$ cat src/wpl_pkg.sv
// Constants, types and helpers shared by the watchdog control block.
package wpl_pkg;

    // System clock and the emulated slow watchdog clock.
    localparam int CLK_PERIOD_NS = 4;
    localparam int WDT_TICK_NS   = 1000000;
    localparam int TICK_CYCLES   = WDT_TICK_NS / CLK_PERIOD_NS;

    // Protected-write gate stays open for this many system cycles.
    localparam int GATE_CYCLES   = 4;
    // Watchdog clock ticks needed to carry a control value across.
    localparam int SYNC_TICKS    = 2;

    // Register indexes; byte address is four times the index.
    localparam logic [5:0] CTRL_IDX = 6'h00;
    localparam logic [5:0] STAT_IDX = 6'h01;
    localparam logic [5:0] GATE_IDX = 6'h02;

    // Field positions.
    localparam int PERIOD_LSB = 0;
    localparam int WINDOW_LSB = 4;
    localparam int CODE_W     = 4;
    localparam int LOCK_BIT   = 7;
    localparam int BUSY_BIT   = 0;

    // Reset values.
    localparam logic [7:0] STAT_RESET = 8'h00;
    localparam logic [7:0] CTRL_RESET = 8'h00;

    // Code table: zero is off, one to eleven double from 8 ticks.
    localparam logic [3:0]  CODE_OFF = 4'h0;
    localparam logic [3:0]  CODE_MIN = 4'h1;
    localparam logic [3:0]  CODE_MAX = 4'hB;
    localparam int          CNT_W    = 14;
    localparam logic [13:0] BASE_LEN = 14'h0008;

    // Unlock key value is arbitrary.
    localparam logic [7:0] GATE_KEY = 8'h5C;

    typedef enum logic [1:0] {
        WPL_IDLE   = 2'b00,
        WPL_OPEN   = 2'b01,
        WPL_CLOSED = 2'b11,
        WPL_FIRE   = 2'b10
    } wpl_phase_t;

    // Length in watchdog ticks; reserved codes saturate at the longest.
    function automatic logic [13:0] code_len(input logic [3:0] code);
        logic [3:0] c;
        c = (code > CODE_MAX) ? CODE_MAX : code;
        if (c == CODE_OFF) begin
            return 14'h0000;
        end
        return BASE_LEN << (c - CODE_MIN);
    endfunction

endpackage

$ cat src/wpl_wdog_core.sv
// Watchdog counter running on the slow tick enable.
`timescale 1ns/1ps
`default_nettype none
module wpl_wdog_core (
    // Clock and reset
    input  wire logic       pclk,
    input  wire logic       presetn,
    // Slow clock enable and controls
    input  wire logic       tick,
    input  wire logic       halt,
    input  wire logic [3:0] period_code,
    input  wire logic [3:0] window_code,
    input  wire logic       clear_req,
    // Status
    output var  logic       bark,
    output var  logic       active
);
    wpl_pkg::wpl_phase_t phase_r;
    logic [13:0]         cnt_r;
    logic                clr_pend_r;
    logic [13:0]         cnt_inc;
    logic [13:0]         per_len;
    logic [13:0]         win_len;

    assign cnt_inc = cnt_r + 14'h0001;
    assign per_len = wpl_pkg::code_len(period_code);
    assign win_len = wpl_pkg::code_len(window_code);

    // A clear waits for the next tick; one landing on a tick is kept.
    always_ff @(posedge pclk or negedge presetn) begin
        if (!presetn) begin
            clr_pend_r <= 1'b0;
        end else if (halt) begin
            clr_pend_r <= 1'b0;
        end else if (clear_req) begin
            clr_pend_r <= 1'b1;
        end else if (tick) begin
            clr_pend_r <= 1'b0;
        end
    end

    always_ff @(posedge pclk or negedge presetn) begin
        if (!presetn) begin
            phase_r <= wpl_pkg::WPL_IDLE;
            cnt_r   <= 14'h0000;
        end else if (phase_r == wpl_pkg::WPL_FIRE) begin
            phase_r <= wpl_pkg::WPL_FIRE;
        end else if (halt) begin
            phase_r <= wpl_pkg::WPL_IDLE;
            cnt_r   <= 14'h0000;
        end else if (tick) begin
            if (period_code == wpl_pkg::CODE_OFF) begin
                phase_r <= wpl_pkg::WPL_IDLE;
                cnt_r   <= 14'h0000;
            end else begin
                case (phase_r)
                    wpl_pkg::WPL_IDLE: begin
                        phase_r <= wpl_pkg::WPL_OPEN;
                        cnt_r   <= 14'h0000;
                    end
                    wpl_pkg::WPL_CLOSED: begin
                        if (clr_pend_r) begin
                            phase_r <= wpl_pkg::WPL_FIRE;
                        end else if (cnt_inc >= win_len) begin
                            phase_r <= wpl_pkg::WPL_OPEN;
                            cnt_r   <= 14'h0000;
                        end else begin
                            cnt_r <= cnt_inc;
                        end
                    end
                    wpl_pkg::WPL_OPEN: begin
                        if (clr_pend_r) begin
                            cnt_r <= 14'h0000;
                            if (window_code != wpl_pkg::CODE_OFF) begin
                                phase_r <= wpl_pkg::WPL_CLOSED;
                            end
                        end else if (cnt_inc >= per_len) begin
                            phase_r <= wpl_pkg::WPL_FIRE;
                        end else begin
                            cnt_r <= cnt_inc;
                        end
                    end
                    default: begin
                        phase_r <= wpl_pkg::WPL_FIRE;
                    end
                endcase
            end
        end
    end

    always_ff @(posedge pclk or negedge presetn) begin
        if (!presetn) begin
            bark   <= 1'b0;
            active <= 1'b0;
        end else begin
            bark   <= (phase_r == wpl_pkg::WPL_FIRE);
            active <= (period_code != wpl_pkg::CODE_OFF);
        end
    end
endmodule
`default_nettype wire

$ cat src/wpl_top.sv
// Watchdog control, freeze and crossing status behind an APB slave.
//
// Added by the designer: register access over APB.
`timescale 1ns/1ps
`default_nettype none
module wpl_top #(
    parameter int ADDR_W      = 8,
    parameter int TICK_CYCLES = wpl_pkg::TICK_CYCLES
) (
    // Clock and reset
    input  wire logic              pclk,
    input  wire logic              presetn,
    // APB slave
    input  wire logic              psel,
    input  wire logic              penable,
    input  wire logic              pwrite,
    input  wire logic [ADDR_W-1:0] paddr,
    input  wire logic [31:0]       pwdata,
    output var  logic [31:0]       prdata,
    output var  logic              pready,
    output var  logic              pslverr,
    // System side
    input  wire logic [7:0]        fuse_cfg,
    input  wire logic              boot_done,
    input  wire logic              debug_mode,
    input  wire logic              watchdog_clear_instr,
    output var  logic              watchdog_reset,
    output var  logic              watchdog_active
);
    localparam int DIV_W = $clog2(TICK_CYCLES + 1);
    localparam logic [DIV_W-1:0] DIV_LAST = DIV_W'(TICK_CYCLES - 1);
    localparam logic [2:0] GATE_LOAD = 3'(wpl_pkg::GATE_CYCLES);
    localparam logic [1:0] SYNC_LAST = 2'(wpl_pkg::SYNC_TICKS - 1);

    logic [DIV_W-1:0] div_cnt_r;
    logic             tick_r;
    logic [2:0]       gate_cnt_r;
    logic [7:0]       ctrl_r;
    logic             lock_r;
    logic             busy_r;
    logic [1:0]       sync_cnt_r;
    logic [3:0]       run_period_r;
    logic [3:0]       run_window_r;
    logic             boot_load_r;
    logic             boot_seen_r;
    logic             core_bark;
    logic             core_active;
    logic [31:0]      rd_nxt;

    logic [5:0] idx;
    logic       aligned;
    logic       mapped;
    logic       wr_fire;
    logic       gate_open;
    logic       ctrl_take;
    logic       lock_set;
    logic       lock_clr;
    logic       boot_rise;
    logic       sync_done;

    assign idx       = paddr[7:2];
    assign aligned   = (paddr[1:0] == 2'b00);
    assign mapped    = aligned && (idx == wpl_pkg::CTRL_IDX
                                   || idx == wpl_pkg::STAT_IDX
                                   || idx == wpl_pkg::GATE_IDX);
    assign wr_fire   = psel && penable && pready && pwrite && mapped;
    assign gate_open = (gate_cnt_r != 3'h0);
    assign boot_rise = boot_done && !boot_seen_r;
    assign sync_done = busy_r && tick_r && (sync_cnt_r == SYNC_LAST);

    // Frozen or ungated control writes refused.
    assign ctrl_take = wr_fire && idx == wpl_pkg::CTRL_IDX && gate_open
                       && !lock_r;
    // Freeze bit writes pass the gate.
    assign lock_set  = wr_fire && idx == wpl_pkg::STAT_IDX && gate_open
                       && pwdata[wpl_pkg::LOCK_BIT];
    // Zero write clears freeze only in debug.
    assign lock_clr  = wr_fire && idx == wpl_pkg::STAT_IDX && gate_open
                       && !pwdata[wpl_pkg::LOCK_BIT] && debug_mode;

    // Slow watchdog clock is a one-cycle enable from this divider.
    always_ff @(posedge pclk or negedge presetn) begin
        if (!presetn) begin
            div_cnt_r <= '0;
            tick_r    <= 1'b0;
        end else if (div_cnt_r == DIV_LAST) begin
            div_cnt_r <= '0;
            tick_r    <= 1'b1;
        end else begin
            div_cnt_r <= div_cnt_r + DIV_W'(1);
            tick_r    <= 1'b0;
        end
    end

    // Key opens the gate for a few cycles.
    always_ff @(posedge pclk or negedge presetn) begin
        if (!presetn) begin
            gate_cnt_r <= 3'h0;
        end else if (wr_fire && idx == wpl_pkg::GATE_IDX) begin
            gate_cnt_r <= (pwdata[7:0] == wpl_pkg::GATE_KEY) ? GATE_LOAD
                                                              : 3'h0;
        end else if (wr_fire && idx != wpl_pkg::GATE_IDX) begin
            gate_cnt_r <= 3'h0;
        end else if (gate_open) begin
            gate_cnt_r <= gate_cnt_r - 3'h1;
        end
    end

    // Boot value is caught from the fuses on the first edge after reset.
    always_ff @(posedge pclk or negedge presetn) begin
        if (!presetn) begin
            boot_load_r <= 1'b0;
            boot_seen_r <= 1'b0;
        end else begin
            boot_load_r <= 1'b1;
            boot_seen_r <= boot_done;
        end
    end

    // Control holds period and window codes.
    always_ff @(posedge pclk or negedge presetn) begin
        if (!presetn) begin
            ctrl_r <= wpl_pkg::CTRL_RESET;
        end else if (!boot_load_r) begin
            ctrl_r <= fuse_cfg;
        end else if (ctrl_take) begin
            ctrl_r <= pwdata[7:0];
        end
    end

    // Set by software or boot; set wins.
    always_ff @(posedge pclk or negedge presetn) begin
        if (!presetn) begin
            lock_r <= wpl_pkg::STAT_RESET[wpl_pkg::LOCK_BIT];
        end else if (lock_set) begin
            lock_r <= 1'b1;
        // Boot end with live period freezes.
        end else if (boot_rise
                     && ctrl_r[wpl_pkg::PERIOD_LSB +: wpl_pkg::CODE_W]
                        != wpl_pkg::CODE_OFF) begin
            lock_r <= 1'b1;
        end else if (lock_clr) begin
            lock_r <= 1'b0;
        end
    end

    // Busy rises on each accepted control value.
    always_ff @(posedge pclk or negedge presetn) begin
        if (!presetn) begin
            busy_r     <= wpl_pkg::STAT_RESET[wpl_pkg::BUSY_BIT];
            sync_cnt_r <= 2'h0;
        end else if (ctrl_take || !boot_load_r) begin
            busy_r     <= 1'b1;
            sync_cnt_r <= 2'h0;
        // Busy falls once the value has crossed.
        end else if (sync_done) begin
            busy_r     <= 1'b0;
            sync_cnt_r <= 2'h0;
        end else if (busy_r && tick_r) begin
            sync_cnt_r <= sync_cnt_r + 2'h1;
        end
    end

    // Running codes update only at crossing end.
    always_ff @(posedge pclk or negedge presetn) begin
        if (!presetn) begin
            run_period_r <= wpl_pkg::CODE_OFF;
            run_window_r <= wpl_pkg::CODE_OFF;
        end else if (sync_done && !ctrl_take) begin
            run_period_r <= ctrl_r[wpl_pkg::PERIOD_LSB +: wpl_pkg::CODE_W];
            run_window_r <= ctrl_r[wpl_pkg::WINDOW_LSB +: wpl_pkg::CODE_W];
        end
    end

    // Code table applied in the counter.
    wpl_wdog_core u_core (
        .pclk        (pclk),
        .presetn     (presetn),
        .tick        (tick_r),
        .halt        (debug_mode),
        .period_code (run_period_r),
        .window_code (run_window_r),
        .clear_req   (watchdog_clear_instr),
        .bark        (core_bark),
        .active      (core_active)
    );

    // Busy is read without the gate.
    always_comb begin
        rd_nxt = 32'h0000_0000;
        if (idx == wpl_pkg::CTRL_IDX) begin
            rd_nxt[7:0] = ctrl_r;
        end else if (idx == wpl_pkg::STAT_IDX) begin
            rd_nxt[wpl_pkg::LOCK_BIT] = lock_r;
            rd_nxt[wpl_pkg::BUSY_BIT] = busy_r;
        end
    end

    // Answers are registered in setup, so every access has no wait state.
    always_ff @(posedge pclk or negedge presetn) begin
        if (!presetn) begin
            pready  <= 1'b0;
            pslverr <= 1'b0;
            prdata  <= 32'h0000_0000;
        end else begin
            pready  <= psel && !penable;
            pslverr <= psel && !penable && !mapped;
            if (psel && !penable && !pwrite && mapped) begin
                prdata <= rd_nxt;
            end else begin
                prdata <= 32'h0000_0000;
            end
        end
    end

    always_ff @(posedge pclk or negedge presetn) begin
        if (!presetn) begin
            watchdog_reset  <= 1'b0;
            watchdog_active <= 1'b0;
        end else begin
            watchdog_reset  <= core_bark;
            watchdog_active <= core_active;
        end
    end
endmodule
`default_nettype wire

$ cat config.mk
export PLATFORM = sky130hd
export DESIGN_NAME = wpl_top
export DESIGN_NICKNAME = d
export VERILOG_FILES = /design/src/wpl_pkg.sv /design/src/wpl_wdog_core.sv /design/src/wpl_top.sv
export SDC_FILE = /design/constraint.sdc
export NUM_CORES = 1
export LEC_CHECK = 0
export ABC_AREA = 1
export BUFFER_PORTS_ARGS = -buffer_cell sky130_fd_sc_hd__buf_2
export CORE_MARGIN = 5
export CORE_UTILIZATION = 49
export CTS_CLUSTER_DIAMETER = 40
export DETAILED_ROUTE_END_ITERATION = 6
export PLACE_DENSITY_LB_ADDON = 0.08
export RECOVER_POWER = 25
export SYNTH_ARGS = -nofsm -noshare
export SYNTH_HDL_FRONTEND = slang
export SYNTH_SLANG_ARGS = --single-unit
$ cat constraint.sdc
create_clock -name pclk -period 2.51 [get_ports pclk]
set_input_delay 0.3765 -clock pclk [delete_from_list [all_inputs] [get_ports pclk]]
set_output_delay 0.3765 -clock pclk [all_outputs]
set_load 0.01 [all_outputs]
==> results.toml <==
[status]
result_of_the_run = "finished, violations left"
violations_in_the_final_reports = "capacitance limit, slew limit, setup timing"

[clock_tree]
cts_tree = "built"
clk-insertion-delay-late_ps = 350
htreeDepth = 3
reg_clk_slew_reported_paths_ps = 80
tritoncts_num_sinks = 75
numCtsBuffers = 9
clock_path_buffers = 2
postCtsHoldBufs = 0
cts_root_buffer = "sky130_fd_sc_hd__clkbuf_8"

[job]
max_cap_viols = 1

[floorplanning]
design.core.area_sq_um = 9240
fp.dieArea_sq_um = 11500
initial_utilization_pct = 50.2
dieHeight_um = 107
top_level_ports = 92
floorplan.die.width_um = 107
rows = 35

[synth]
synthesis.area_sq_um = 4640
muxShareOfSynthArea_pct = 0
synthesis_warnings = 0
dominant_combinational_cell_family_by_area_after_synthesis = "simple AND/OR/NAND/NOR gates"
synth_edf_count = 0
post_synthesis_simple_gate_area_fraction_pct = 30.5
synth_sequential_area_ratio_pct = 40.4
synth.avg_cell_area_sq_um = 7.65
postSynthCellCount = 607
synth_cell_type_count = 40
synthFlopType = "sky130_fd_sc_hd__dfrtp_1"
synth_xor_xnor_area_share_pct = 3.77
synth-compound-area-share_pct = 6.01
fraction_of_registers_with_async_set_reset_pct = 100
synth_fa_ha_area_share_pct = 7.28
postSynthRegisterBits = 75

[global_routing]
first_global_vias = 3935
gr-total-overflow = 0
grt_first_pass_wirelength_um = 17500
largest_net_degree_at_the_start_of_global_routing = 76
grt_usage_pct = 18.6
antenna_found_initial = 0

[route]
vias_per_cell = 4.78
met2WireLength_um = 4960
detailroute.wirelength.met3_um = 429
postRouteAntennaNets = 0
highest_layer = "met4"
postRouteWirelength_um = 9960
initialDrtViolationCount = 148
detailedRoute.firstPassIterationCount = 5
route.layer.met1.wl_um = 4430
routed_wire_length_per_instance_um = 12.1
drc = 0
routed-via-count = 3947

[sta]
timing.final.hold_violations = 0
fmaxAchievable_ghz = 0.384
rsz0062_at_grt = "true"
final.period_utilization_pct = 104
clock-skew-final_ps = 9.48
slew-limit-headroom_pct = -23.0
slew_viol_final = 76
report.final.setup_viol = 16
fin_crit_ps = 2610
timing.final.ws_setup_ps = -96.3
timing_worst_slew_pin_value_ps = 1840

[pwr]
netSwitchingPower_mw = 0.576
power.combinational.fraction_pct = 4.8
internal_power_mw = 1.93
power.ir.vdd_worst_uv = 403
power.density_cell_area_nw_per_um2 = 453
power_leakage_nw = 2.99
switching_fraction_of_total_power_pct = 23.0
power.share.clock_pct = 45.6
power.sequential.fraction_pct = 49.6

[placed_design]
dpl.hpwl_um = 7630
numPlacedInstances = 805
numPortBuffers = 43
gp_congestion = 0.878
dpl-instance-area_sq_um = 5160

[worst_setup_path]
worst_setup_path_start_kind = "register"
worst_ep_arrival_time_ps = 2900
timing.critical_path.fanout_max = 7
timing_worst_setup_path_type = "reg2reg"
data_required_time_at_the_worst_endpoint_ps = 2800
kind_of_end_point_of_the_critical_path = "register"
timing.reg2reg.setup_slack_ps = -100

[finish]
synthToLayoutAreaGrowth_pct = 19.1
net_count_final = 774
finish.instance_area_sq_um = 5530
layout_cells_sized_above_1_pct = 20.4
non_filler_cells_final = 825
num_antenna_cells = 0

[worst_hold_path]
timing.hold.worst.class = "in2reg"
## flip-flops by register name, indices dropped and copies added, names as in the netlist
name               cells
div_cnt_r             18
u_core.cnt_r          14
ctrl_r                 8
prdata                 8
run_period_r           4
run_window_r           4
gate_cnt_r             3
sync_cnt_r             2
u_core.phase_r         2
boot_load_r            1
boot_seen_r            1
busy_r                 1
lock_r                 1
pready                 1
pslverr                1
tick_r                 1
u_core.active          1
u_core.bark            1
u_core.clr_pend_r      1
watchdog_active        1
watchdog_reset         1
## synth_stat cells, types with 2 or more instances
cell type | number | area, sq um
sky130_fd_sc_hd__nor3_2 | 3 | 30.0
sky130_fd_sc_hd__conb_1 | 2 | 7.51
sky130_fd_sc_hd__nor3_1 | 11 | 55.1
sky130_fd_sc_hd__buf_4 | 26 | 195
sky130_fd_sc_hd__nand2_1 | 180 | 676
sky130_fd_sc_hd__nor2_1 | 57 | 214
sky130_fd_sc_hd__nor3b_1 | 3 | 22.5
sky130_fd_sc_hd__xnor2_1 | 2 | 17.5
sky130_fd_sc_hd__nand4_1 | 10 | 62.6
sky130_fd_sc_hd__nor2_2 | 3 | 18.8
sky130_fd_sc_hd__xor2_1 | 18 | 158
sky130_fd_sc_hd__or2_2 | 2 | 12.5
sky130_fd_sc_hd__buf_6 | 3 | 33.8
sky130_fd_sc_hd__o211ai_1 | 2 | 15.0
sky130_fd_sc_hd__inv_1 | 80 | 300
sky130_fd_sc_hd__nand3_1 | 43 | 215
sky130_fd_sc_hd__a22oi_1 | 2 | 15.0
sky130_fd_sc_hd__o21ai_0 | 14 | 70.1
sky130_fd_sc_hd__nor4_1 | 2 | 12.5
sky130_fd_sc_hd__nand2_2 | 4 | 25.0
sky130_fd_sc_hd__a21oi_1 | 15 | 75.1
sky130_fd_sc_hd__nor2_4 | 3 | 33.8
sky130_fd_sc_hd__o21ai_1 | 5 | 25.0
sky130_fd_sc_hd__dfrtp_1 | 75 | 1880
sky130_fd_sc_hd__ha_1 | 27 | 338
## cells in the final DEF, fill, tap and decap left out, types with 6 or more instances in the layout
cell type                  synthesis  final
sky130_fd_sc_hd__nand2_2           4     10
sky130_fd_sc_hd__o21ai_0          14     13
sky130_fd_sc_hd__ha_1             27     23
sky130_fd_sc_hd__conb_1            2     25
sky130_fd_sc_hd__a21oi_1          15     13
sky130_fd_sc_hd__buf_4            26     33
sky130_fd_sc_hd__o21ai_1           5      6
sky130_fd_sc_hd__nand2_1         180    174
sky130_fd_sc_hd__dfrtp_1          75     75
sky130_fd_sc_hd__nand4_1          10     10
sky130_fd_sc_hd__clkbuf_8          0      9
sky130_fd_sc_hd__buf_2             1     40
sky130_fd_sc_hd__nand3_1          43     37
sky130_fd_sc_hd__nor3_1           11     11
sky130_fd_sc_hd__xor2_1           18     18
sky130_fd_sc_hd__inv_1            80     79
sky130_fd_sc_hd__nand3_2           0      6
sky130_fd_sc_hd__nor2_2            3      6
sky130_fd_sc_hd__nor2_1           57     53
## metrics by stage
stage	worst slack (ps)	power, mW	util [%]	TNS [ps]	hold slack (ps)
2_1_floorplan	-14.7	1.35	-	-140	80.9
3_3_place_gp	-311	1.39	55.8	-4270	338
3_5_place_dp	-375	1.39	55.8	-5080	339
4_1_cts	-131	2.54	59.5	-1860	50.4
5_1_grt	-315	2.61	59.8	-4790	154
6_report	-96.3	2.50	59.8	-1260	178
## power groups by stage
stage                     clock network, mW  logic (mW)  registers, mW
final                                  1.14       0.121           1.24
after global routing                   1.22       0.141           1.24
after CTS                              1.17       0.127           1.24
after detailed placement                  0       0.126           1.26
after global placement                    0       0.124           1.26
after floorplan                           0      0.0888           1.26
## cell type report
class	instances	area [sq um]
fillers	843	3710
multi-input cells	441	2410
flip-flops and latches	75	1880
repair buffers	81	522
inverters	83	314
well taps	129	161
clock buffers	9	124
clock inverters	7	124
## path summary, 6_finish.rpt
check	from	end	cells after the start
min reg2reg	u_core.bark	watchdog_reset	0
max reg2reg	u_core.cnt_r[1]	u_core.cnt_r[7]	18
min in group asynchronous	presetn	prdata[5]	2
max in group asynchronous	presetn	u_core.phase_r[1]	2
min	boot_done	boot_seen_r	1
max	u_core.cnt_r[1]	u_core.cnt_r[7]	18
## worst max-delay path, cell delays in order (launching register included)
cell and delay, ps:
sky130_fd_sc_hd__dfrtp_1 380, sky130_fd_sc_hd__ha_2 200, sky130_fd_sc_hd__nand2_2 70, sky130_fd_sc_hd__nor2_4 110, sky130_fd_sc_hd__nand4_1 110, sky130_fd_sc_hd__nor2_2 110
sky130_fd_sc_hd__xnor2_1 120, sky130_fd_sc_hd__inv_1 90, sky130_fd_sc_hd__ha_1 300, sky130_fd_sc_hd__nand2_2 90, sky130_fd_sc_hd__inv_2 30, sky130_fd_sc_hd__nand2_1 40
sky130_fd_sc_hd__nand2_1 60, sky130_fd_sc_hd__a21oi_2 160, sky130_fd_sc_hd__nand2_2 100, sky130_fd_sc_hd__a21oi_4 260, sky130_fd_sc_hd__buf_6 190, sky130_fd_sc_hd__nand3_1 80
sky130_fd_sc_hd__nand2_1 60
## logic make-up (layout without fill, tap and decap cells)
family          count (synthesis)  in the layout
compound gates                 45             45
xor+xnor                       20             20
fa+ha+maj                      27             27
buf+inv                       114            180
flops                          75             75
other cells                     2             25
simple gates                  324            324
## metal layers
layer / GRT usage [%] / vias to the layer above
met3: 3.60 / 15
met4: 5.32 / 0
met5: 0 / -
met2: 31.7 / 72
li1: - / 2034
met1: 24.2 / 1826
## repair_timing
item	CTS	global route
setup endpoints to repair	16	16
pin swaps	8	17
hold endpoints to repair	0	0
setup buffers	4	0
resized for setup	13	12
Note: power is estimated with default switching activity, not from simulation.
